==> src/sptc_defines.vh <==
`ifndef SPTC_DEFINES_VH
`define SPTC_DEFINES_VH
// register byte offsets
`define SPTC_CTRL_OFF    12'h000
`define SPTC_STATUS_OFF  12'h004
`define SPTC_TXDATA_OFF  12'h008
`define SPTC_RXDATA_OFF  12'h00C
`define SPTC_BAUD_OFF    12'h010
// control register fields
`define SPTC_TX_ON       0
`define SPTC_RX_ON       1
`define SPTC_RX_STANDBY  2
`define SPTC_BREAK_QUEUE 3
`define SPTC_LOOPBACK    4
`define SPTC_SINGLE_SRC  5
`define SPTC_LINE_DIR    6
`define SPTC_LONG_BREAK  7
`define SPTC_WAKE_SEL    8
`define SPTC_CTRL_W      9
// status register fields
`define SPTC_ST_TX_FULL  0
`define SPTC_ST_TX_BUSY  1
`define SPTC_ST_RX_FULL  2
`define SPTC_ST_TX_OWN   3
`define SPTC_ST_RX_OWN   4
`define SPTC_ST_IDLE_PND 5
`define SPTC_ST_BRK_PND  6
`define SPTC_ST_W        7
// reset values
`define SPTC_CTRL_RST    9'h000
`define SPTC_BAUD_RST    16'h0057
// character lengths in bit times
`define SPTC_FRAME_BITS  4'hA
`define SPTC_BREAK_BITS  4'hA
`define SPTC_LBREAK_BITS 4'hD
`define SPTC_IDLE_BITS   4'hA
`endif

==> src/sptc_serial_ctrl.v <==
// Summary of operation
// RULE1: transmitter runs only while tx_on is 1, and then drives the transmit pin; the code also sends a break queued while tx_on is 0.
// RULE2: with loopback_sel and single_line_src set, line_direction picks the pin direction.
// RULE3: single-wire mode: line_direction 0 makes the pin input, 1 makes it output.
// RULE4: tx_on written 0 then 1 during traffic queues one idle character.
// RULE5: after tx_on clears, pin stays driven until data, idle and break finish.
// RULE6: rx_on switches the receiver; when off the receive pin returns to gpio.
// RULE7: loopback_sel 1 returns the receive pin to gpio even with rx_on set.
// RULE8: writing 1 to rx_standby puts the receiver in standby awaiting wakeup.
// RULE9: wakeup is idle line when wake select 0, else character msb of 1.
// RULE10: on the selected wakeup condition hardware clears rx_standby.
// RULE11: after standby clears, following characters are received normally.
// RULE12: writing break_queue 1 then 0 inserts one break into the transmit stream.
// RULE13: while break_queue stays 1 further all-zero breaks of 10 or 13 bits queue.
// RULE14: a second break may be queued before software clears break_queue.
`timescale 1ns/1ps
`include "sptc_defines.vh"
module sptc_serial_ctrl #(
  parameter BAUD_W = 16
) (
  input  wire        pclk,
  input  wire        presetn,
  input  wire        psel,
  input  wire        penable,
  input  wire        pwrite,
  input  wire [11:0] paddr,
  input  wire [31:0] pwdata,
  output reg  [31:0] prdata,
  output wire        pready,
  output wire        pslverr,
  input  wire        txd_i,
  output reg         txd_o,
  output wire        txd_oe,
  output wire        tx_pin_own,
  input  wire        rxd_i,
  output wire        rx_pin_own
);
  // tx states
  localparam [3:0] TS_IDLE = 4'b0001;
  localparam [3:0] TS_DATA = 4'b0010;
  localparam [3:0] TS_FILL = 4'b0100;
  localparam [3:0] TS_BRK  = 4'b1000;
  // rx states
  localparam [1:0] RS_IDLE = 2'b01;
  localparam [1:0] RS_BITS = 2'b10;

  reg  [`SPTC_CTRL_W-1:0] ctrl_q;
  reg  [BAUD_W-1:0]       baud_q;
  reg  [7:0]              txbuf_q;
  reg                     tx_full_q;
  reg  [7:0]              rxbuf_q;
  reg                     rx_full_q;
  reg                     idle_pnd_q;
  reg                     brk_pnd_q;
  reg  [3:0]              tx_st_q;
  reg  [9:0]              tx_sh_q;
  reg  [3:0]              tx_cnt_q;
  reg  [BAUD_W-1:0]       tick_cnt_q;
  reg  [1:0]              rx_st_q;
  reg  [BAUD_W-1:0]       rx_cnt_q;
  reg  [3:0]              rx_bit_q;
  reg  [7:0]              rx_sh_q;
  reg  [3:0]              idle_cnt_q;
  wire [1:0]              pin_filt;
  reg                     rx_line_q;
  wire [1:0]              pin_in;
  wire                    wr;
  wire                    rd;
  wire                    mapped;
  wire                    ctrl_wr;
  wire                    tick;
  wire                    tx_busy;
  wire                    single_wire;
  wire                    rx_src;
  wire                    rx_tick;
  wire                    rx_done;
  wire                    rx_frame_ok;
  wire                    idle_seen;
  wire                    wake_hit;
  wire                    deliver;
  wire                    brk_done;
  wire                    tx_start;
  wire [3:0]              brk_len;

  // apb decode, zero wait states
  assign wr      = psel & penable & pwrite;
  assign rd      = psel & penable & ~pwrite;
  assign mapped  = (paddr == `SPTC_CTRL_OFF) | (paddr == `SPTC_STATUS_OFF) |
                   (paddr == `SPTC_TXDATA_OFF) | (paddr == `SPTC_RXDATA_OFF) |
                   (paddr == `SPTC_BAUD_OFF);
  assign pready  = 1'b1;
  assign pslverr = psel & penable & ~mapped;
  assign ctrl_wr = wr & (paddr == `SPTC_CTRL_OFF);

  // pin input synchronisers, a change counts once stages two and three agree
  assign pin_in = {rxd_i, txd_i};
  genvar gi;
  generate
    for (gi = 0; gi < 2; gi = gi + 1) begin : g_sync
      reg [2:0] stg_q;
      reg       flt_q;
      always @(posedge pclk or negedge presetn) begin
        if (!presetn) begin
          stg_q <= 3'b111;
          flt_q <= 1'b1;
        end else begin
          stg_q <= {stg_q[1:0], pin_in[gi]};
          if (stg_q[1] == stg_q[2]) begin
            flt_q <= stg_q[2];
          end
        end
      end
      assign pin_filt[gi] = flt_q;
    end
  endgenerate

  // bit time tick for transmitter and idle counting
  assign tick = (tick_cnt_q == {BAUD_W{1'b0}});
  always @(posedge pclk or negedge presetn) begin
    if (!presetn) begin
      tick_cnt_q <= {BAUD_W{1'b0}};
    end else if (tick) begin
      tick_cnt_q <= baud_q;
    end else begin
      tick_cnt_q <= tick_cnt_q - {{(BAUD_W-1){1'b0}}, 1'b1};
    end
  end

  // control, baud and transmit buffer registers
  assign tx_busy     = (tx_st_q != TS_IDLE);
  assign tx_start    = tick & (tx_st_q == TS_IDLE) & ~brk_pnd_q & ~idle_pnd_q & tx_full_q;
  assign single_wire = ctrl_q[`SPTC_LOOPBACK] & ctrl_q[`SPTC_SINGLE_SRC];
  always @(posedge pclk or negedge presetn) begin
    if (!presetn) begin
      ctrl_q    <= `SPTC_CTRL_RST;
      baud_q    <= `SPTC_BAUD_RST;
      txbuf_q   <= 8'h00;
      tx_full_q <= 1'b0;
    end else begin
      if (ctrl_wr) begin
        ctrl_q <= pwdata[`SPTC_CTRL_W-1:0];
        // a standby set written now wins over a wakeup clear in the same cycle
        if (wake_hit & ~pwdata[`SPTC_RX_STANDBY]) begin
          ctrl_q[`SPTC_RX_STANDBY] <= 1'b0;
        end
      end else if (wake_hit) begin
        ctrl_q[`SPTC_RX_STANDBY] <= 1'b0; // RULE10
      end
      if (wr & (paddr == `SPTC_BAUD_OFF)) begin
        baud_q <= pwdata[BAUD_W-1:0];
      end
      // data is accepted only while the transmitter is on
      if (wr & (paddr == `SPTC_TXDATA_OFF) & ctrl_q[`SPTC_TX_ON]) begin
        txbuf_q   <= pwdata[7:0];
        tx_full_q <= 1'b1; // RULE1
      end else if (tx_start) begin
        tx_full_q <= 1'b0;
      end
    end
  end

  // queued idle and queued break requests
  assign brk_len  = ctrl_q[`SPTC_LONG_BREAK] ? `SPTC_LBREAK_BITS : `SPTC_BREAK_BITS;
  assign brk_done = tick & (tx_st_q == TS_BRK) & (tx_cnt_q == 4'h1);
  always @(posedge pclk or negedge presetn) begin
    if (!presetn) begin
      idle_pnd_q <= 1'b0;
      brk_pnd_q  <= 1'b0;
    end else begin
      if (ctrl_wr & ~ctrl_q[`SPTC_TX_ON] & pwdata[`SPTC_TX_ON] & tx_busy) begin
        idle_pnd_q <= 1'b1; // RULE4
      end else if (tick & (tx_st_q == TS_IDLE) & ~brk_pnd_q) begin
        idle_pnd_q <= 1'b0;
      end
      if (ctrl_wr & ~ctrl_q[`SPTC_BREAK_QUEUE] & pwdata[`SPTC_BREAK_QUEUE]) begin
        brk_pnd_q <= 1'b1; // RULE12
      end else if (brk_done & ctrl_q[`SPTC_BREAK_QUEUE] & ctrl_q[`SPTC_TX_ON]) begin
        brk_pnd_q <= 1'b1; // RULE13 RULE14
      end else if (tick & (tx_st_q == TS_IDLE)) begin
        brk_pnd_q <= 1'b0;
      end
    end
  end

  // transmit sequencer: break first, then idle, then data
  always @(posedge pclk or negedge presetn) begin
    if (!presetn) begin
      tx_st_q  <= TS_IDLE;
      tx_sh_q  <= 10'h3FF;
      tx_cnt_q <= 4'h0;
      txd_o    <= 1'b1;
    end else if (tick) begin
      case (tx_st_q)
        TS_IDLE: begin
          if (brk_pnd_q) begin
            tx_st_q  <= TS_BRK;
            tx_cnt_q <= brk_len; // RULE13
            txd_o    <= 1'b0;
          end else if (idle_pnd_q) begin
            tx_st_q  <= TS_FILL;
            tx_cnt_q <= `SPTC_IDLE_BITS;
            txd_o    <= 1'b1;
          end else if (tx_full_q) begin
            tx_st_q  <= TS_DATA;
            tx_cnt_q <= `SPTC_FRAME_BITS;
            tx_sh_q  <= {1'b1, 1'b1, txbuf_q};
            txd_o    <= 1'b0;
          end else begin
            txd_o <= 1'b1;
          end
        end
        TS_DATA: begin
          txd_o    <= tx_sh_q[0];
          tx_sh_q  <= {1'b1, tx_sh_q[9:1]};
          tx_cnt_q <= tx_cnt_q - 4'h1;
          if (tx_cnt_q == 4'h1) begin
            tx_st_q <= TS_IDLE;
            txd_o   <= 1'b1;
          end
        end
        TS_FILL, TS_BRK: begin
          tx_cnt_q <= tx_cnt_q - 4'h1;
          if (tx_cnt_q == 4'h1) begin
            tx_st_q <= TS_IDLE;
            txd_o   <= 1'b1;
          end
        end
        default: begin
          tx_st_q <= TS_IDLE;
          txd_o   <= 1'b1;
        end
      endcase
    end
  end

  // pin ownership and direction
  assign tx_pin_own = ctrl_q[`SPTC_TX_ON] | tx_busy | tx_full_q | idle_pnd_q | brk_pnd_q; // RULE1 RULE5
  assign txd_oe     = tx_pin_own & ~(single_wire & ~ctrl_q[`SPTC_LINE_DIR]); // RULE2 RULE3
  assign rx_pin_own = ctrl_q[`SPTC_RX_ON] & ~ctrl_q[`SPTC_LOOPBACK]; // RULE6 RULE7

  // receiver source: pin, internal loop, or the single shared line
  assign rx_src = ~ctrl_q[`SPTC_LOOPBACK] ? pin_filt[1] :
                  (ctrl_q[`SPTC_SINGLE_SRC] ? pin_filt[0] : txd_o); // RULE2
  always @(posedge pclk or negedge presetn) begin
    if (!presetn) begin
      rx_line_q <= 1'b1;
    end else begin
      rx_line_q <= rx_src;
    end
  end

  // receiver: start detect, mid-bit sampling, stop check
  assign rx_tick     = (rx_st_q == RS_BITS) & (rx_cnt_q == {BAUD_W{1'b0}});
  assign rx_done     = rx_tick & (rx_bit_q == 4'h9);
  assign rx_frame_ok = rx_done & rx_line_q;
  always @(posedge pclk or negedge presetn) begin
    if (!presetn) begin
      rx_st_q  <= RS_IDLE;
      rx_cnt_q <= {BAUD_W{1'b0}};
      rx_bit_q <= 4'h0;
      rx_sh_q  <= 8'h00;
    end else begin
      case (rx_st_q)
        RS_IDLE: begin
          if (ctrl_q[`SPTC_RX_ON] & ~rx_line_q) begin // RULE6
            rx_st_q  <= RS_BITS;
            rx_cnt_q <= {1'b0, baud_q[BAUD_W-1:1]};
            rx_bit_q <= 4'h0;
          end
        end
        RS_BITS: begin
          if (!ctrl_q[`SPTC_RX_ON]) begin
            rx_st_q <= RS_IDLE;
          end else if (rx_tick) begin
            rx_cnt_q <= baud_q;
            rx_bit_q <= rx_bit_q + 4'h1;
            if ((rx_bit_q == 4'h0) & rx_line_q) begin
              rx_st_q <= RS_IDLE; // false start
            end else if (rx_bit_q == 4'h9) begin
              rx_st_q <= RS_IDLE;
            end else if (rx_bit_q != 4'h0) begin
              rx_sh_q <= {rx_line_q, rx_sh_q[7:1]};
            end
          end else begin
            rx_cnt_q <= rx_cnt_q - {{(BAUD_W-1){1'b0}}, 1'b1};
          end
        end
        default: begin
          rx_st_q <= RS_IDLE;
        end
      endcase
    end
  end

  // idle line detection counts whole bit times of marking level
  assign idle_seen = tick & (rx_st_q == RS_IDLE) & rx_line_q & (idle_cnt_q == `SPTC_IDLE_BITS - 4'h1);
  always @(posedge pclk or negedge presetn) begin
    if (!presetn) begin
      idle_cnt_q <= 4'h0;
    end else if ((rx_st_q != RS_IDLE) | ~rx_line_q) begin
      idle_cnt_q <= 4'h0;
    end else if (tick & (idle_cnt_q != `SPTC_IDLE_BITS)) begin
      idle_cnt_q <= idle_cnt_q + 4'h1;
    end
  end

  // wakeup and delivery of received characters
  assign wake_hit = ctrl_q[`SPTC_RX_STANDBY] & ctrl_q[`SPTC_RX_ON] &
                    (ctrl_q[`SPTC_WAKE_SEL] ? (rx_frame_ok & rx_sh_q[7]) : idle_seen); // RULE8 RULE9
  assign deliver  = rx_frame_ok & (~ctrl_q[`SPTC_RX_STANDBY] | wake_hit); // RULE11
  always @(posedge pclk or negedge presetn) begin
    if (!presetn) begin
      rxbuf_q   <= 8'h00;
      rx_full_q <= 1'b0;
    end else begin
      if (deliver) begin
        rxbuf_q   <= rx_sh_q;
        rx_full_q <= 1'b1; // new data wins over a read clear
      end else if (rd & (paddr == `SPTC_RXDATA_OFF)) begin
        rx_full_q <= 1'b0;
      end
    end
  end

  // read data mux
  always @* begin
    prdata = 32'h00000000;
    if (rd) begin
      case (paddr)
        `SPTC_CTRL_OFF:   prdata[`SPTC_CTRL_W-1:0] = ctrl_q;
        `SPTC_STATUS_OFF: prdata[`SPTC_ST_W-1:0] = {brk_pnd_q, idle_pnd_q, rx_pin_own,
                                                    tx_pin_own, rx_full_q, tx_busy, tx_full_q};
        `SPTC_RXDATA_OFF: prdata[7:0] = rxbuf_q;
        `SPTC_BAUD_OFF:   prdata[BAUD_W-1:0] = baud_q;
        default:          prdata = 32'h00000000;
      endcase
    end
  end
endmodule // sptc_serial_ctrl

==> config.mk <==
export PLATFORM = sky130hd
export DESIGN_NAME = sptc_serial_ctrl
export DESIGN_NICKNAME = d
export VERILOG_FILES = /design/src/sptc_serial_ctrl.v
export VERILOG_INCLUDE_DIRS = /design/src
export SDC_FILE = /design/constraint.sdc
export NUM_CORES = 1
export LEC_CHECK = 0
export CORE_MARGIN = 1
export CORE_UTILIZATION = 62
export DETAILED_ROUTE_END_ITERATION = 8
export DONT_BUFFER_PORTS = 1
export PLACE_DENSITY = 0.78
export SYNTH_ARGS = -nofsm -noshare
export SYNTH_HDL_FRONTEND = slang
export SYNTH_SLANG_ARGS = --single-unit
==> constraint.sdc <==
create_clock -name pclk -period 4.4 [get_ports pclk]
set_clock_uncertainty 0.15 [all_clocks]
set_input_delay 0.22 -clock pclk [delete_from_list [all_inputs] [get_ports pclk]]
set_output_delay 0.22 -clock pclk [all_outputs]
set_load 0.01 [all_outputs]
==> key figures <==
Synthesis
  • Most common cell in the netlist: dfrtp_1
  • Yosys top cell area share: 0.357
  • Synth area leaders: dfrtp_1 36%, mux2_2 10%, dfstp_2 9.8%
  • Number of synthesized flops with an enable pin: 0
  • Number of synthesis warnings: 0
  • Synth top cells by count: 96 x dfrtp_1, 68 x nor2_1, 61 x mux2_2, 45 x nand2_1
  • Fraction of registers with async set or reset after synthesis: 1.00
  • Post-synthesis sequential area ratio: 0.454
  • Area leader, netlist: dfrtp_1
  • Library cells used by synthesis: 69
  • Synthesized instance count: 676
  • Synth Area per Inst: 9.97 um^2
  • Post-synth top flop: dfrtp_1
  • Synthesis-stage register bit count: 121
  • Post-Syn Area: 0.00674 mm^2

GRT
  • Largest net degree at the start of global routing: 122
  • GRT Residual Overflow: 0
  • Number of global-route vias before repair: 5,205
  • Total global-route track usage: 0.312
  • Global-route wire length before repair: 27.0 mm
  • Initial antenna violation count: 0

Power
  • Switching part of the total: 0.280
  • Power per Cell Area: 401 mW/mm^2
  • Sequential power share: 0.434
  • Int Power: 2.20 mW
  • VDD IR max: 0.361 mV
  • Net Sw Power: 0.855 mW
  • Gate power share: 0.118
  • Leakage: 3.26 nW
  • Clk pwr share: 0.449

Timing
  • Tcrit/Tclk final: 0.784
  • Final Max Tran Viols: 0
  • Final setup fails: 0
  • RSZ-0062 raised after global routing: false
  • Relative slew slack: 0.174
  • Setup TNS: 0 ns
  • PnR worst setup slack: 0.952 ns
  • Tmin final: 3.45 ns
  • Final hold violation count: 0
  • Fmax achieved: 0.290 GHz
  • Tightest Pin Transition: 1.23 ns

Layout
  • Layout net count: 759
  • Share of post-route cells with drive strength above 1: 0.205
  • Antenna fix cells: 0
  • Final Instance Area: 0.00762 mm^2
  • FILL cells: 706
  • Area growth syn-to-layout: 13.1%

Detailed routing
  • DRC Markers: 0
  • Post-route ant nets: 0
  • Vias per cell: 6.40
  • Iter 0 DRT Violations: 633
  • Detailed-route via count: 5,409
  • Detailed Route WL: 16.5 mm
  • WL per Instance: 19.5 um
  • Initial DRT Pass Iterations: 5

Setup path
  • Worst reg2reg startpoint: tick_cnt_q[10]
  • CP endpoint kind: output port
  • CP Max Fanout: 7
  • Setup crit start kind: input pin
  • Crit-path cells: dlygate4sd3_1 -> nand2_1 -> dlygate4sd3_1 -> or2_2 -> nor4_1 -> and2_1
  • Delay-heaviest family, CP: simple AND/OR/NAND/NOR gates
  • CP max stage cell: nor4_1
  • Worst path most repeated cell: dlygate4sd3_1
  • R2r endpoint: tx_sh_q[1]
  • Critical Path Max Stage Delay: 1.05 ns
  • WS Path Type: input pin to output port
  • R2R Setup Slk: 1.16 ns
  • Data required, critical path: 4.03 ns
  • Worst path bufs/invs: 2
  • Worst R2R Path Depth: 5
  • Critical path data arrival time: 3.08 ns

Worst hold path
  • Hold Path End: txbuf_q[4]
  • Hold path cells: 3
  • Worst hold path startpoint: pwrite
  • Hold crit path type: input pin to flop

Clocking
  • Post-CTS Hold Buffers: 27
  • Clk root buf: clkbuf_8
  • Clk slew on worst S/H paths: 0.06 ns
  • Post-CTS sizing: 0
  • Post-CTS Setup Repair Bufs: 0
  • TritonCTS Buffers: 17
  • H-tree depth: 4
  • Clock latency at the later pin of the worst-skew pair: 0.53 ns
  • Max clock buf depth: 2
  • Clk sink count: 121
  • CTS tree: done

Floorplan
  • Die extent in x: 106 um
  • Initial Util: 0.647
  • Rows: 37
  • Die height: 106 um
  • I/O pin count: 89
  • Core ar.: 0.0104 mm^2
  • Die ar.: 0.0113 mm^2

Status
  • Status: finished, final reports clean

Placed design
  • Detailed placement HPWL: 10.4 mm
  • Dpl cell area: 0.00675 mm^2
  • Routability congestion estimate: 0.921
  • Port bufs: 0
  • DP Worst Slack: 1.19 ns

Flow run
  • Max cap viols: 0
logic make-up (layout without fill, tap and decap cells):
group	after synthesis	in the layout	share of synthesized area
adders and majority gates	14	14	0.0253
and+or+nand+nor	239	239	0.186
other	2	17	0.00111
xor gates and xnor gates	18	18	0.0234
buffers and inverters	71	89	0.0514
AOI/OAI and AO/OA	141	141	0.138
DFF	121	121	0.454
muxes	70	70	0.121
worst max path at each step:
stage                   start         end  slack, ns  depth (start not counted)
2_1_floorplan  tick_cnt_q[11]  tx_sh_q[0]       1.51                          8
3_3_place_gp   tick_cnt_q[11]  tx_sh_q[5]       1.22                          5
3_5_place_dp   tick_cnt_q[10]  tx_sh_q[1]       1.19                          5
4_1_cts               penable  prdata[11]       1.02                          6
5_1_grt               penable  prdata[11]       0.78                          6
6_report              penable  prdata[11]       0.95                          6
final cells by class:
cell class / instances / area, um^2 / share of cell area
repair buffers: 31 / 318 / 0.0417
well taps: 136 / 170 / 0.0223
multi-input cells: 499 / 3390 / 0.445
inverters: 26 / 97.6 / 0.0128
flip-flops and latches: 121 / 3060 / 0.402
clock inverters: 15 / 168 / 0.0220
clock buffers: 17 / 414 / 0.0544
registers in the layout (all words and copies together), names as in the netlist, 2 cells and up:
| signal | count |
|---|---|
| baud_q | 16 |
| ctrl_q | 9 |
| g_sync.flt_q | 2 |
| g_sync.stg_q | 6 |
| idle_cnt_q | 4 |
| rx_bit_q | 4 |
| rx_cnt_q | 16 |
| rx_sh_q | 8 |
| rx_st_q | 2 |
| rxbuf_q | 8 |
| tick_cnt_q | 16 |
| tx_cnt_q | 4 |
| tx_sh_q | 8 |
| tx_st_q | 4 |
| txbuf_q | 8 |
metal layers:
metal	up-vias	global-route usage	part of all wire
met5	-	0	0
met4	0	0.113	0.019
met3	31	0.0717	0.069
met2	228	0.494	0.48
met1	2679	0.422	0.43
li1	2471	-	-
per-stage QoR:
stage               utilization  total power, mW  cells  hold slack, ns
finish                    0.731             3.05    845          0.0569
global route              0.731             3.18    845          0.0605
CTS                       0.731             3.06    845          0.0339
floorplan                     -             1.59    691          -0.226
global placement          0.648             1.62    786          -0.222
detailed placement        0.648             1.64    786          -0.222
power by group through the flow:
stage / Clock, mW / Sequential (mW) / Combinational [mW]
after detailed placement: 0 / 1.34 / 0.305
after CTS: 1.38 / 1.32 / 0.356
after global routing: 1.43 / 1.34 / 0.410
after global placement: 0 / 1.33 / 0.292
after floorplan: 0 / 1.31 / 0.275
final: 1.37 / 1.32 / 0.360
layout by cell type, fill, tap and decap left out, types with 4 or more instances in the layout:
cell | Yosys | final
nor4_1 | 12 | 12
nand2_1 | 45 | 45
nor2_1 | 68 | 68
dfstp_2 | 25 | 25
mux2_2 | 61 | 61
nand4_1 | 4 | 4
nor3b_1 | 4 | 4
conb_1 | 2 | 17
or3_1 | 5 | 5
or4_1 | 5 | 5
and2_1 | 10 | 10
clkinv_4 | 0 | 5
a22oi_1 | 6 | 6
a31oi_1 | 5 | 5
nor2b_1 | 6 | 6
inv_1 | 26 | 26
nand3_1 | 20 | 20
clkbuf_16 | 0 | 16
a21oi_1 | 33 | 33
ha_1 | 12 | 12
or2_2 | 4 | 4
dfrtp_1 | 96 | 96
nand2b_1 | 6 | 6
xnor2_1 | 11 | 11
o21a_1 | 13 | 13
o21ai_0 | 33 | 33
nand3b_1 | 5 | 5
buf_4 | 17 | 4
a222oi_1 | 5 | 5
dlygate4sd3_1 | 0 | 26
a2111oi_0 | 5 | 5
a211oi_1 | 4 | 4
mux2_4 | 7 | 7
xor2_1 | 7 | 7
o31ai_1 | 9 | 9
inv_6 | 0 | 5
nor3_1 | 23 | 22
nor4b_1 | 4 | 4
worst reg2reg max path: stages, from the launching register on:
cell and delay (ns):
dfrtp_1 0.41, or4_4 0.54, or3_1 0.47, or4_4 0.76, or2_1 0.47, mux2_4 0.36
No activity file was read; power rests on OpenSTA's default activity.
